**config.mk**
```make
export PLATFORM = sky130hd
export DESIGN_NAME = pbmc_top
export DESIGN_NICKNAME = d
export VERILOG_FILES = /design/src/rtl/pbmc_sync.v /design/src/rtl/pbmc_timer.v /design/src/rtl/pbmc_top.v
export VERILOG_INCLUDE_DIRS = /design/src /design/src/rtl
export SDC_FILE = /design/constraint.sdc
export NUM_CORES = 1
export LEC_CHECK = 0
export ABC_AREA = 0
export BUFFER_PORTS_ARGS = -buffer_cell sky130_fd_sc_hd__buf_4
export CORE_UTILIZATION = 35
export CTS_BUF_LIST = sky130_fd_sc_hd__clkbuf_8
export DETAILED_ROUTE_END_ITERATION = 10
export SLEW_MARGIN = 30
export SYNTH_ARGS = -nofsm -noshare
export SYNTH_HDL_FRONTEND = slang
export SYNTH_SLANG_ARGS = --single-unit
```
**constraint.sdc**
```tcl
create_clock -name ref_clk -period 2.5 [get_ports ref_clk]
set_input_delay 0.25 -clock ref_clk [delete_from_list [all_inputs] [get_ports ref_clk]]
set_output_delay 0.25 -clock ref_clk [all_outputs]
set_load 0.03 [all_outputs]
```
**src/rtl/pbmc_defs.vh**
```
// constants for the phy basic mode control block
`ifndef PBMC_DEFS_VH
`define PBMC_DEFS_VH
`define PBMC_CTRL_ADDR 12'h000
`define PBMC_AUX_ADDR 12'h004
`define PBMC_RESET_VAL 16'h3100
`define PBMC_RSVD_MASK 16'h007f
`define PBMC_B_RESET 15
`define PBMC_B_LOOP 14
`define PBMC_B_SPEED 13
`define PBMC_B_ANEN 12
`define PBMC_B_PDOWN 11
`define PBMC_B_ISO 10
`define PBMC_B_RESTART 9
`define PBMC_B_DUPLEX 8
`define PBMC_B_COLTEST 7
`define PBMC_RESP_OKAY 2'h0
`define PBMC_RESP_SLVERR 2'h2
`define PBMC_DEAD_MS 720
`define PBMC_CLK_KHZ 40000
`define PBMC_RST_CYC 16
`endif

```
**src/rtl/pbmc_sync.v**
```verilog
// three-stage synchroniser with agreement of the last two stages
`timescale 1ns/10ps
module pbmc_sync #(
    parameter W = 1
) (
    input wire ref_clk,
    input wire srst,
    input wire [W-1:0] din,
    output reg [W-1:0] dout
);
    reg [W-1:0] s1Q;
    reg [W-1:0] s2Q;
    reg [W-1:0] s3Q;
    integer i;
    always @(posedge ref_clk) begin
        if (srst) begin
            s1Q <= {W{1'b0}};
            s2Q <= {W{1'b0}};
            s3Q <= {W{1'b0}};
            dout <= {W{1'b0}};
        end else begin
            s1Q <= din;
            s2Q <= s1Q;
            s3Q <= s2Q;
            for (i = 0; i < W; i = i + 1) begin
                if (s2Q[i] == s3Q[i]) begin
                    dout[i] <= s3Q[i];
                end
            end
        end
    end
endmodule

```
**src/rtl/pbmc_timer.v**
```verilog
// down counter giving a busy level while a loaded count runs
`timescale 1ns/10ps
module pbmc_timer #(
    parameter W = 32
) (
    input wire ref_clk,
    input wire srst,
    input wire load,
    input wire [W-1:0] count,
    output wire busy
);
    reg [W-1:0] cntQ;
    assign busy = (cntQ != {W{1'b0}});
    always @(posedge ref_clk) begin
        if (srst) begin
            cntQ <= {W{1'b0}};
        end else if (load) begin
            cntQ <= count;
        end else if (busy) begin
            cntQ <= cntQ - {{(W-1){1'b0}}, 1'b1};
        end
    end
endmodule

```
**src/rtl/pbmc_top.v**
```verilog
// basic mode control register of a 10/100 phy behind axi4-lite
`timescale 1ns/10ps
`include "pbmc_defs.vh"
module pbmc_top #(
    parameter DEAD_CYC = `PBMC_DEAD_MS * `PBMC_CLK_KHZ,
    parameter RST_CYC = `PBMC_RST_CYC
) (
    input wire ref_clk,
    input wire srst,
    input wire [11:0] s_axi_awaddr,
    input wire s_axi_awvalid,
    output wire s_axi_awready,
    input wire [31:0] s_axi_wdata,
    input wire [3:0] s_axi_wstrb,
    input wire s_axi_wvalid,
    output wire s_axi_wready,
    output reg [1:0] s_axi_bresp,
    output reg s_axi_bvalid,
    input wire s_axi_bready,
    input wire [11:0] s_axi_araddr,
    input wire s_axi_arvalid,
    output wire s_axi_arready,
    output reg [31:0] s_axi_rdata,
    output reg [1:0] s_axi_rresp,
    output reg s_axi_rvalid,
    input wire s_axi_rready,
    input wire anegStarted,
    input wire anegSpeed100,
    input wire anegFullDuplex,
    input wire txActive,
    input wire descramLocked,
    output reg loopbackEn,
    output reg speed100,
    output reg fullDuplex,
    output reg anegEnable,
    output reg powerDown,
    output reg isolate,
    output reg anegRestart,
    output reg collision,
    output reg rxDeadTime,
    output reg phyResetBusy
);
    reg [15:0] ctrlQ;
    reg [15:0] ctrlD;
    reg awHeldQ;
    reg [11:0] awAddrQ;
    reg wHeldQ;
    reg [31:0] wDataQ;
    reg [3:0] wStrbQ;
    reg restartPendQ;
    reg deadArmQ;
    reg lockPrevQ;
    wire [2:0] syncIn;
    wire [2:0] syncOut;
    wire startedS;
    wire lockedS;
    wire txS;
    wire doWrite;
    wire wrHit;
    wire rstBusy;
    wire deadBusy;
    wire swReset;
    wire deadLoad;
    wire [15:0] wrVal;

    // link-side status comes from the phy clock-free core domain
    assign syncIn = {anegStarted, descramLocked, txActive};
    pbmc_sync #(.W(3)) uSync (
        .ref_clk(ref_clk),
        .srst(srst),
        .din(syncIn),
        .dout(syncOut)
    );
    assign startedS = syncOut[2];
    assign lockedS = syncOut[1];
    assign txS = syncOut[0];

    function [15:0] readView;
        input [15:0] c;
        input an;
        input spd;
        input dup;
        reg [15:0] v;
        begin
            v = c & ~`PBMC_RSVD_MASK;
            if (an) begin
                v[`PBMC_B_SPEED] = spd;
                v[`PBMC_B_DUPLEX] = dup;
            end
            readView = v;
        end
    endfunction

    // register decode on word address
    function addrIsCtrl;
        input [11:0] a;
        begin
            addrIsCtrl = ((a >> 2) == (`PBMC_CTRL_ADDR >> 2));
        end
    endfunction

    function addrIsAux;
        input [11:0] a;
        begin
            addrIsAux = ((a >> 2) == (`PBMC_AUX_ADDR >> 2));
        end
    endfunction

    assign s_axi_awready = !awHeldQ && !s_axi_bvalid;
    assign s_axi_wready = !wHeldQ && !s_axi_bvalid;
    assign s_axi_arready = !s_axi_rvalid;
    assign doWrite = awHeldQ && wHeldQ && !s_axi_bvalid;
    assign wrHit = doWrite && addrIsCtrl(awAddrQ);
    assign wrVal = wDataQ[15:0];
    assign swReset = wrHit && wStrbQ[1] && wrVal[`PBMC_B_RESET];

    pbmc_timer #(.W(8)) uRstTmr (
        .ref_clk(ref_clk),
        .srst(srst),
        .load(swReset),
        .count(RST_CYC[7:0]),
        .busy(rstBusy)
    );

    // loss of descrambler lock under loop-back at 100
    assign deadLoad = deadArmQ && lockPrevQ && !lockedS;
    pbmc_timer #(.W(32)) uDeadTmr (
        .ref_clk(ref_clk),
        .srst(srst),
        .load(deadLoad),
        .count(DEAD_CYC[31:0]),
        .busy(deadBusy)
    );

    always @* begin
        ctrlD = ctrlQ;
        if (swReset) begin
            ctrlD = `PBMC_RESET_VAL;
            ctrlD[`PBMC_B_RESET] = 1'b1;
        end else if (wrHit) begin
            if (wStrbQ[0]) begin
                ctrlD[7:0] = wrVal[7:0];
            end
            if (wStrbQ[1]) begin
                ctrlD[15:8] = wrVal[15:8];
            end
            if (wStrbQ[1] && !wrVal[`PBMC_B_RESTART] && restartPendQ) begin
                ctrlD[`PBMC_B_RESTART] = 1'b1;
            end
            if (!ctrlD[`PBMC_B_ANEN]) begin
                ctrlD[`PBMC_B_RESTART] = 1'b0;
            end
        end
        if (ctrlQ[`PBMC_B_RESET] && !rstBusy && !swReset) begin
            ctrlD[`PBMC_B_RESET] = 1'b0;
        end
        if (restartPendQ && startedS) begin
            ctrlD[`PBMC_B_RESTART] = 1'b0;
        end
        ctrlD = ctrlD & ~`PBMC_RSVD_MASK;
    end

    always @(posedge ref_clk) begin
        if (srst) begin
            ctrlQ <= `PBMC_RESET_VAL;
            restartPendQ <= 1'b0;
            deadArmQ <= 1'b0;
            lockPrevQ <= 1'b0;
        end else begin
            ctrlQ <= ctrlD;
            // restart request held to the engine
            if (ctrlD[`PBMC_B_RESTART] && ctrlD[`PBMC_B_ANEN] && !startedS) begin
                restartPendQ <= 1'b1;
            end else if (startedS || !ctrlD[`PBMC_B_ANEN] || swReset) begin
                restartPendQ <= 1'b0;
            end
            // arm dead time at 100 in loop-back
            deadArmQ <= ctrlQ[`PBMC_B_LOOP] && speed100;
            lockPrevQ <= lockedS;
        end
    end

    always @(posedge ref_clk) begin
        if (srst) begin
            loopbackEn <= 1'b0;
            speed100 <= 1'b1;
            fullDuplex <= 1'b1;
            anegEnable <= 1'b1;
            powerDown <= 1'b0;
            isolate <= 1'b0;
            anegRestart <= 1'b0;
            collision <= 1'b0;
            rxDeadTime <= 1'b0;
            phyResetBusy <= 1'b0;
        end else begin
            loopbackEn <= ctrlQ[`PBMC_B_LOOP];
            speed100 <= ctrlQ[`PBMC_B_ANEN] ? anegSpeed100 : ctrlQ[`PBMC_B_SPEED];
            // written duplex only with autoneg off
            fullDuplex <= ctrlQ[`PBMC_B_ANEN] ? anegFullDuplex : ctrlQ[`PBMC_B_DUPLEX];
            anegEnable <= ctrlQ[`PBMC_B_ANEN];
            powerDown <= ctrlQ[`PBMC_B_PDOWN];
            isolate <= ctrlQ[`PBMC_B_ISO];
            anegRestart <= restartPendQ;
            collision <= ctrlQ[`PBMC_B_COLTEST] && txS;
            rxDeadTime <= deadBusy;
            phyResetBusy <= ctrlQ[`PBMC_B_RESET];
        end
    end

    always @(posedge ref_clk) begin
        if (srst) begin
            awHeldQ <= 1'b0;
            awAddrQ <= 12'h000;
            wHeldQ <= 1'b0;
            wDataQ <= 32'h00000000;
            wStrbQ <= 4'h0;
            s_axi_bvalid <= 1'b0;
            s_axi_bresp <= `PBMC_RESP_OKAY;
        end else begin
            if (s_axi_awvalid && s_axi_awready) begin
                awHeldQ <= 1'b1;
                awAddrQ <= s_axi_awaddr;
            end
            if (s_axi_wvalid && s_axi_wready) begin
                wHeldQ <= 1'b1;
                wDataQ <= s_axi_wdata;
                wStrbQ <= s_axi_wstrb;
            end
            if (doWrite) begin
                awHeldQ <= 1'b0;
                wHeldQ <= 1'b0;
                s_axi_bvalid <= 1'b1;
                if (addrIsCtrl(awAddrQ)) begin
                    s_axi_bresp <= `PBMC_RESP_OKAY;
                end else begin
                    s_axi_bresp <= `PBMC_RESP_SLVERR;
                end
            end else if (s_axi_bvalid && s_axi_bready) begin
                s_axi_bvalid <= 1'b0;
            end
        end
    end

    always @(posedge ref_clk) begin
        if (srst) begin
            s_axi_rvalid <= 1'b0;
            s_axi_rdata <= 32'h00000000;
            s_axi_rresp <= `PBMC_RESP_OKAY;
        end else if (s_axi_arvalid && s_axi_arready) begin
            s_axi_rvalid <= 1'b1;
            s_axi_rresp <= `PBMC_RESP_OKAY;
            if (addrIsCtrl(s_axi_araddr)) begin
                // negotiated speed and duplex read back with autoneg on, written values with it off
                s_axi_rdata <= {16'h0000, readView(ctrlQ, ctrlQ[`PBMC_B_ANEN],
                    anegSpeed100, anegFullDuplex)};
            end else if (addrIsAux(s_axi_araddr)) begin
                s_axi_rdata <= {29'h00000000, deadBusy, restartPendQ, rstBusy};
            end else begin
                s_axi_rdata <= 32'h00000000;
                s_axi_rresp <= `PBMC_RESP_SLVERR;
            end
        end else if (s_axi_rvalid && s_axi_rready) begin
            s_axi_rvalid <= 1'b0;
        end
    end
endmodule

```
==> flow_metrics.env, run 1 <==
export IMPL_final_max_slew_viol_count=0
export IMPL_layout_min_cycle_time_ns=2.425
export IMPL_first_pass_iters=4
export IMPL_ir_worst_vdd_mv=0.4866
export IMPL_area_delta_synth_final_pct=25.16
export IMPL_drive_above_1_share=0.2370
export IMPL_critPathMaxFanout=8
export IMPL_tightestPinTransition_ns=0.6753
export IMPL_viasPerCell=4.954
export IMPL_antenna_found_initial=0
export IMPL_clock_latency_ns=0.43
export IMPL_status="completed"
export IMPL_drt_wirelength_per_cell_um=13.08
export IMPL_port_buffers=71
export IMPL_critPathArrivalTime_ns=2.74
export IMPL_synth_area_um2=4584
export IMPL_die_h_um=116.4
export IMPL_hpwl_um=7281
export IMPL_final_hold_viol_count=0
export IMPL_ctsRootBufferMaster="clkbuf_8"
export IMPL_start_util=0.3618
export IMPL_grt_setup_unrepaired="true"
export IMPL_maxCapViolCount=0
export IMPL_synthCells=519
export IMPL_synth_top_cell_area_share=0.4934
export IMPL_cts_buffers=17
export IMPL_powerDensity_nw_per_um2=1266
export IMPL_synthFlopType="dfxtp_1"
export IMPL_start_kind="register"
export IMPL_async_reset_ff_frac=0
export IMPL_synth_area_leaders="dfxtp_1, a21oi_1, nand2_1"
export IMPL_final_area_um2=5738
export IMPL_first_iter_violations=168
export IMPL_fin_worst_skew_ns=0.01233
export IMPL_crit_required_ns=2.82
export IMPL_fmax_ghz=0.4124
export IMPL_cp_end_kind="register"
export IMPL_grt_first_pass_wirelength_um=16880
export IMPL_gp_congestion=0.8029
export IMPL_clkTransAtPathRegs_ns=0.07
export IMPL_ys_ff_latch=113
export IMPL_fin_crit_sh=0.9699
export IMPL_ys_seq_area_frac=0.4934
export IMPL_track_usage=0.1600
export IMPL_clk_path_buf_depth=2
export IMPL_synth_largest_area_cell="dfxtp_1"
export IMPL_vias=3904
export IMPL_ios=123
export IMPL_min_delay_path_depth=2
export IMPL_hp_class="in2reg"
export IMPL_grt_max_degree=38
export IMPL_ys_types=48
export IMPL_finalNetCount=677
export IMPL_leakagePower_uw=0.002286
export IMPL_worst_hold_slack_ns=0.03084
export IMPL_drc=0
export IMPL_grt_pass1_vias=3767
export IMPL_syn_avg_cell_area_um2=8.833
export IMPL_wl_um=10310
export IMPL_yosys_warnings=0
export IMPL_dpl_cell_area_um2=5280
export IMPL_grt_ovfl_total=0
export IMPL_antenna_left=0
export IMPL_core_um2=12670
export IMPL_clock_sinks=113
export IMPL_fp_row_count=41
export IMPL_max_slew_margin=0.5463
export IMPL_fp_dieW_um=116.4
export IMPL_dieArea_um2=13560
export IMPL_fillers=1249
export IMPL_synth_edf_count=0
export IMPL_rr_worst_depth=8
export IMPL_crit_type="reg2reg"
export IMPL_finalSetupViolations=0
export IMPL_cts_tree="built"
export IMPL_antennaDiodeCount=0
export IMPL_finalSetupTns_ns=0
export IMPL_cts_max_level=4
## synthesized netlist by cell type, drive strengths merged (5+ instances only)
cell type,number
a21oi,54
a22oi,9
a31oi,12
and2,5
buf,30
clkbuf,18
dfxtp,113
inv,10
nand2,70
nand2b,7
nand3,8
nor2,33
nor2b,15
nor3,15
nor4,9
o21ai,14
o31ai,17
or2,5
or3,22
or4,18
xnor2,6
## power by group
group | total (µW) | switching, µW | leakage (µW) | internal, µW
Clock | 1710 | 791 | 0.000190 | 922
Combinational | 3130 | 1740 | 0.00117 | 1390
Sequential | 2420 | 290 | 0.000923 | 2130
## area by class of cell
| type | instances | area (µm²) | share of cell area |
|---|---|---|---|
| sequential | 113 | 2263 | 0.3945 |
| multi-input combinational | 370 | 2117 | 0.3689 |
| timing repair buffer | 91 | 703.2 | 0.1225 |
| clock buffer | 18 | 247.7 | 0.04317 |
| tap | 172 | 215.2 | 0.03751 |
| clock inverter | 14 | 153.9 | 0.02682 |
| inverter | 10 | 37.54 | 0.006542 |
## per-layer routing
metal | vias to the layer above | part of all wire | routed length [µm] | track usage
met3 | 10 | 0.037 | 379 | 0.05241
met2 | 86 | 0.47 | 4860 | 0.2615
li1 | 1971 | - | - | -
met4 | 0 | 0.011 | 111 | 0.05641
met5 | - | 0 | 0 | 0
met1 | 1837 | 0.48 | 4956 | 0.1968
## cell families after synthesis
| group | synth area share |
|---|---|
| multiplexers | 0.009552 |
| XOR/XNOR | 0.01720 |
| flip-flops | 0.4934 |
| other | 0.0008180 |
| buffers and inverters | 0.07151 |
| AO/OA/AOI/OAI | 0.1597 |
| AND/OR/NAND/NOR | 0.2424 |
| adder cells (fa/ha/maj) | 0.005458 |
## cells in the final DEF, fill, tap and decap left out, types with 2 or more instances in the layout
cell type / Yosys / layout
nand3_1: 8 / 8
or4_4: 3 / 3
nor2_1: 33 / 33
nor4_1: 9 / 7
or3_1: 20 / 20
a21oi_1: 54 / 54
clkinv_4: 0 / 2
a211oi_1: 3 / 3
conb_1: 1 / 22
or3_2: 1 / 2
o31ai_4: 1 / 2
buf_6: 2 / 2
dfxtp_1: 113 / 112
nand3b_1: 2 / 2
xor2_1: 3 / 3
a31oi_1: 12 / 12
mux2_2: 3 / 3
inv_1: 10 / 10
o21ai_0: 14 / 13
or2_2: 5 / 5
xnor2_1: 6 / 6
clkbuf_8: 0 / 18
a22oi_1: 9 / 9
clkinvlp_4: 0 / 5
or4_1: 14 / 14
o31ai_1: 15 / 15
nand2b_1: 7 / 7
bufinv_16: 0 / 2
and2_1: 5 / 5
buf_4: 25 / 87
a32oi_1: 3 / 3
o21a_1: 2 / 2
inv_6: 0 / 4
nand2_1: 70 / 70
nor2b_1: 15 / 15
nor3_1: 15 / 15
## path summary, 6_finish.rpt
kind                     from           endpoint  slack [ns]
max          uDeadTmr.cntQ[0]  uDeadTmr.cntQ[30]        0.08
min               anegStarted       uSync.s1Q[2]        0.03
max reg2reg  uDeadTmr.cntQ[0]  uDeadTmr.cntQ[30]        0.08
min reg2reg      uSync.s1Q[2]       uSync.s2Q[2]        0.44
## critical path: stages (launching register included)
cell and delay, ns:
dfxtp_2 0.34, inv_2 0.05, ha_2 0.17, or4b_4 0.46
or4_4 0.49, o31ai_4 0.32, buf_6 0.18, nor4_4 0.05
mux2_2 0.26
## registers in the layout, summed over array words and instances (netlist names), 2 cells and up
register / flops
uDeadTmr.cntQ: 32
s_axi_rdata: 12
awAddrQ: 10
ctrlQ: 9
wDataQ: 9
uRstTmr.cntQ: 8
uSync.dout: 3
uSync.s1Q: 3
uSync.s2Q: 3
uSync.s3Q: 3
wStrbQ: 2
## metrics by stage
step           cells  power, µW  setup WS, ns  utilization
6_report         788       7262       0.07522       0.4528
5_1_grt          788       7804     -0.008475       0.4528
3_3_place_gp     752       5231       0.05991       0.4167
2_1_floorplan    540       4710      -0.08754            -
4_1_cts          784       7079       0.03755       0.4484
3_5_place_dp     752       5336       0.03106       0.4167
## what timing repair did
item                       in CTS  in global routing
hold buffers                    0                  0
setup buffers                   0                  2
resized for setup               0                  9
setup endpoints to repair       0                 16
Note: power is estimated with default switching activity, not from simulation.
==> inputs of run 2 (changes only) <==
--- a/config.mk
+++ b/config.mk
@@ -11,6 +11,7 @@
 export CORE_UTILIZATION = 35
 export CTS_BUF_LIST = sky130_fd_sc_hd__clkbuf_8
 export DETAILED_ROUTE_END_ITERATION = 10
+export RECOVER_POWER = 100
 export SLEW_MARGIN = 30
 export SYNTH_ARGS = -nofsm -noshare
 export SYNTH_HDL_FRONTEND = slang
==> run 2 against run 1 <==
Effect of this change: the flow now finishes with violations (capacitance limit, slew limit); design area fell by 2.2%; hold slack improved by 0.0011 ns; first-iteration DRC count fell by 4.8%; non-clock buffer count did not move; core utilization fell by 1.0 points; die area did not move; highest routed layer unchanged.
==> flow_metrics.env, run 2 (synthesis gave the netlist of run 1 again) <==
export IMPL_status="complete, but fails checks"
export IMPL_failed_checks="capacitance limit, slew limit"
export IMPL_ctsRootBufferMaster="clkbuf_8"
export IMPL_p_switching_uw=2813
export IMPL_clock_sinks=113
export IMPL_die_h_um=116.4
export IMPL_antenna_found_initial=0
export IMPL_hp_class="in2reg"
export IMPL_grt_ovfl_total=0
export IMPL_path_cells="inv_2, ha_2, or4b_4, or4_4, o31ai_4, buf_6, nor4_4, mux2_2"
export IMPL_core_um2=12670
export IMPL_ios=123
export IMPL_crit_type="reg2reg"
export IMPL_cp_num_cells=8
export IMPL_tightestPinTransition_ns=1.573
export IMPL_worst_hold_slack_ns=0.03196
export IMPL_first_iter_violations=160
export IMPL_internal_power_uw=4389
export IMPL_gp_congestion=0.8029
export IMPL_finalNetCount=677
export IMPL_ir_worst_vdd_mv=0.4666
export IMPL_cp_top_family="simple AND/OR/NAND/NOR gates"
export IMPL_seqCellArea_um2=2263
export IMPL_critPathSlowestCell="or4_4"
export IMPL_critPathMaxFanout=8
export IMPL_track_usage=0.1600
export IMPL_max_slew_margin=-0.04878
export IMPL_fin_worst_skew_ns=0.01243
export IMPL_fin_util=0.4427
export IMPL_antenna_left=0
export IMPL_layout_common_cells="dfxtp_1, nand2_1, a21oi_1"
export IMPL_switching_share=0.3906
export IMPL_cts_max_level=4
export IMPL_drc=0
export IMPL_first_pass_iters=4
export IMPL_fp_row_count=41
export IMPL_cp_endpoint="uDeadTmr.cntQ[30]"
export IMPL_cts_buffers=17
export IMPL_final_hold_viol_count=0
export IMPL_maxCapViolCount=1
export IMPL_multi_input_area_um2=2117
export IMPL_cts_tree="built"
export IMPL_highest_signal_layer="met4"
export IMPL_grt_first_pass_wirelength_um=16880
export IMPL_p_seq_frac=0.336
export IMPL_wl_met3_um=386
export IMPL_slowest_delay_ns=0.49
export IMPL_viasPerCell=4.939
export IMPL_largest_registers="uDeadTmr.cntQ (32), s_axi_rdata (12), awAddrQ (10)"
export IMPL_grt_setup_unrepaired="true"
export IMPL_cp_buffers_inverters=2
export IMPL_r2r_end="uDeadTmr.cntQ[30]"
export IMPL_rr_worst_depth=8
export IMPL_fp_dieW_um=116.4
export IMPL_wl_um=10340
export IMPL_largest_reg_flops=32
export IMPL_vias=3892
export IMPL_clockPowerShare=0.238
export IMPL_crit_required_ns=2.82
export IMPL_drt_wirelength_per_cell_um=13.12
export IMPL_grt_max_degree=38
export IMPL_cp_end_kind="register"
export IMPL_fillers=1284
export IMPL_drive_above_1_share=0.1802
export IMPL_start_util=0.3618
export IMPL_clock_latency_ns=0.42
export IMPL_layout_commonest_cell="dfxtp_1"
export IMPL_start_kind="register"
export IMPL_dieArea_um2=13560
export IMPL_layout_min_cycle_time_ns=2.432
export IMPL_hpwl_um=7281
export IMPL_wl_met2_um=4912
export IMPL_fmax_ghz=0.4112
export IMPL_met1_length_um=4951
export IMPL_worst_r2r_setup_slack_ns=0.07
export IMPL_pwr_share_comb=0.426
export IMPL_antennaDiodeCount=0
export IMPL_port_buffers=71
export IMPL_startpoint="uDeadTmr.cntQ[0]"
export IMPL_area_delta_synth_final_pct=22.35
export IMPL_finalSetupViolations=0
export IMPL_powerDensity_nw_per_um2=1284
export IMPL_critPathArrivalTime_ns=2.75
export IMPL_clkTransAtPathRegs_ns=0.07
export IMPL_final_max_slew_viol_count=38
export IMPL_fin_crit_sh=0.9727
export IMPL_clk_path_buf_depth=2
export IMPL_worstReg2RegStart="uDeadTmr.cntQ[0]"
export IMPL_grt_pass1_vias=3767
export IMPL_regMostFlops="uDeadTmr.cntQ"
export IMPL_leakagePower_uw=0.002150
## run 2: cell count changes in the layout (fill, tap and decap cells not counted), sizes merged
cell / delta
buf: -33
clkbuf: +33
## run 2: per-layer routing
metal	vias to the layer above	global-route usage
li1	1967	-
met1	1833	0.1968
met2	84	0.2615
met3	8	0.05241
met4	0	0.05641
met5	-	0
## run 2: power by group through the flow
stage | Sequential (µW) | Combinational (µW) | Clock [µW]
5_1_grt | 2460 | 3430 | 1850
2_1_floorplan | 2400 | 2310 | 0
4_1_cts | 2400 | 2920 | 1760
3_3_place_gp | 2410 | 2820 | 0
3_5_place_dp | 2440 | 2900 | 0
6_report | 2420 | 3070 | 1710
## run 2: how the worst min path moves through the flow
stage	start	end	slack, ns	cells past startpoint
finish	anegStarted	uSync.s1Q[2]	0.03	2
global placement	uSync.s1Q[2]	uSync.s2Q[2]	0.42	1
CTS	anegStarted	uSync.s1Q[2]	0.01	2
floorplan	srst	loopbackEn	0.33	1
detailed placement	uSync.s1Q[2]	uSync.s2Q[2]	0.43	1
global route	anegStarted	uSync.s1Q[2]	0.03	2
## run 2: worst reg2reg max path, delay by kind of cell (launching register included)
kind	cells	cell delay, ns
multiplexers	1	0.27
flip-flops	1	0.34
AND/OR/NAND/NOR	3	1.00
AO/OA/AOI/OAI	1	0.33
adder cells (fa/ha/maj)	1	0.17
buffers and inverters	2	0.23
## run 2: timing repair
action,in CTS,in global routing
setup buffers,0,2
resized for setup,0,9
hold buffers,0,0
setup endpoints to repair,0,16
## run 2: layout make-up
type / count / share of cell area
multi-input cells: 370 / 0.3774
inverters: 10 / 0.006692
clock buffers: 18 / 0.04417
repair buffers: 91 / 0.1024
clock inverters: 14 / 0.02744
well taps: 172 / 0.03837
flip-flops and latches: 113 / 0.4035
## run 2: through the flow
stage	TNS [ns]	cells	area [µm²]	setup slack (ns)	power, µW
2_1_floorplan	-0.1454	540	4692	-0.08754	4710
3_3_place_gp	0	752	5280	0.05991	5231
3_5_place_dp	0	752	5280	0.03106	5336
4_1_cts	0	784	5682	0.03755	7079
5_1_grt	-0.01266	788	5609	-0.008475	7744
6_report	0	788	5609	0.06813	7201
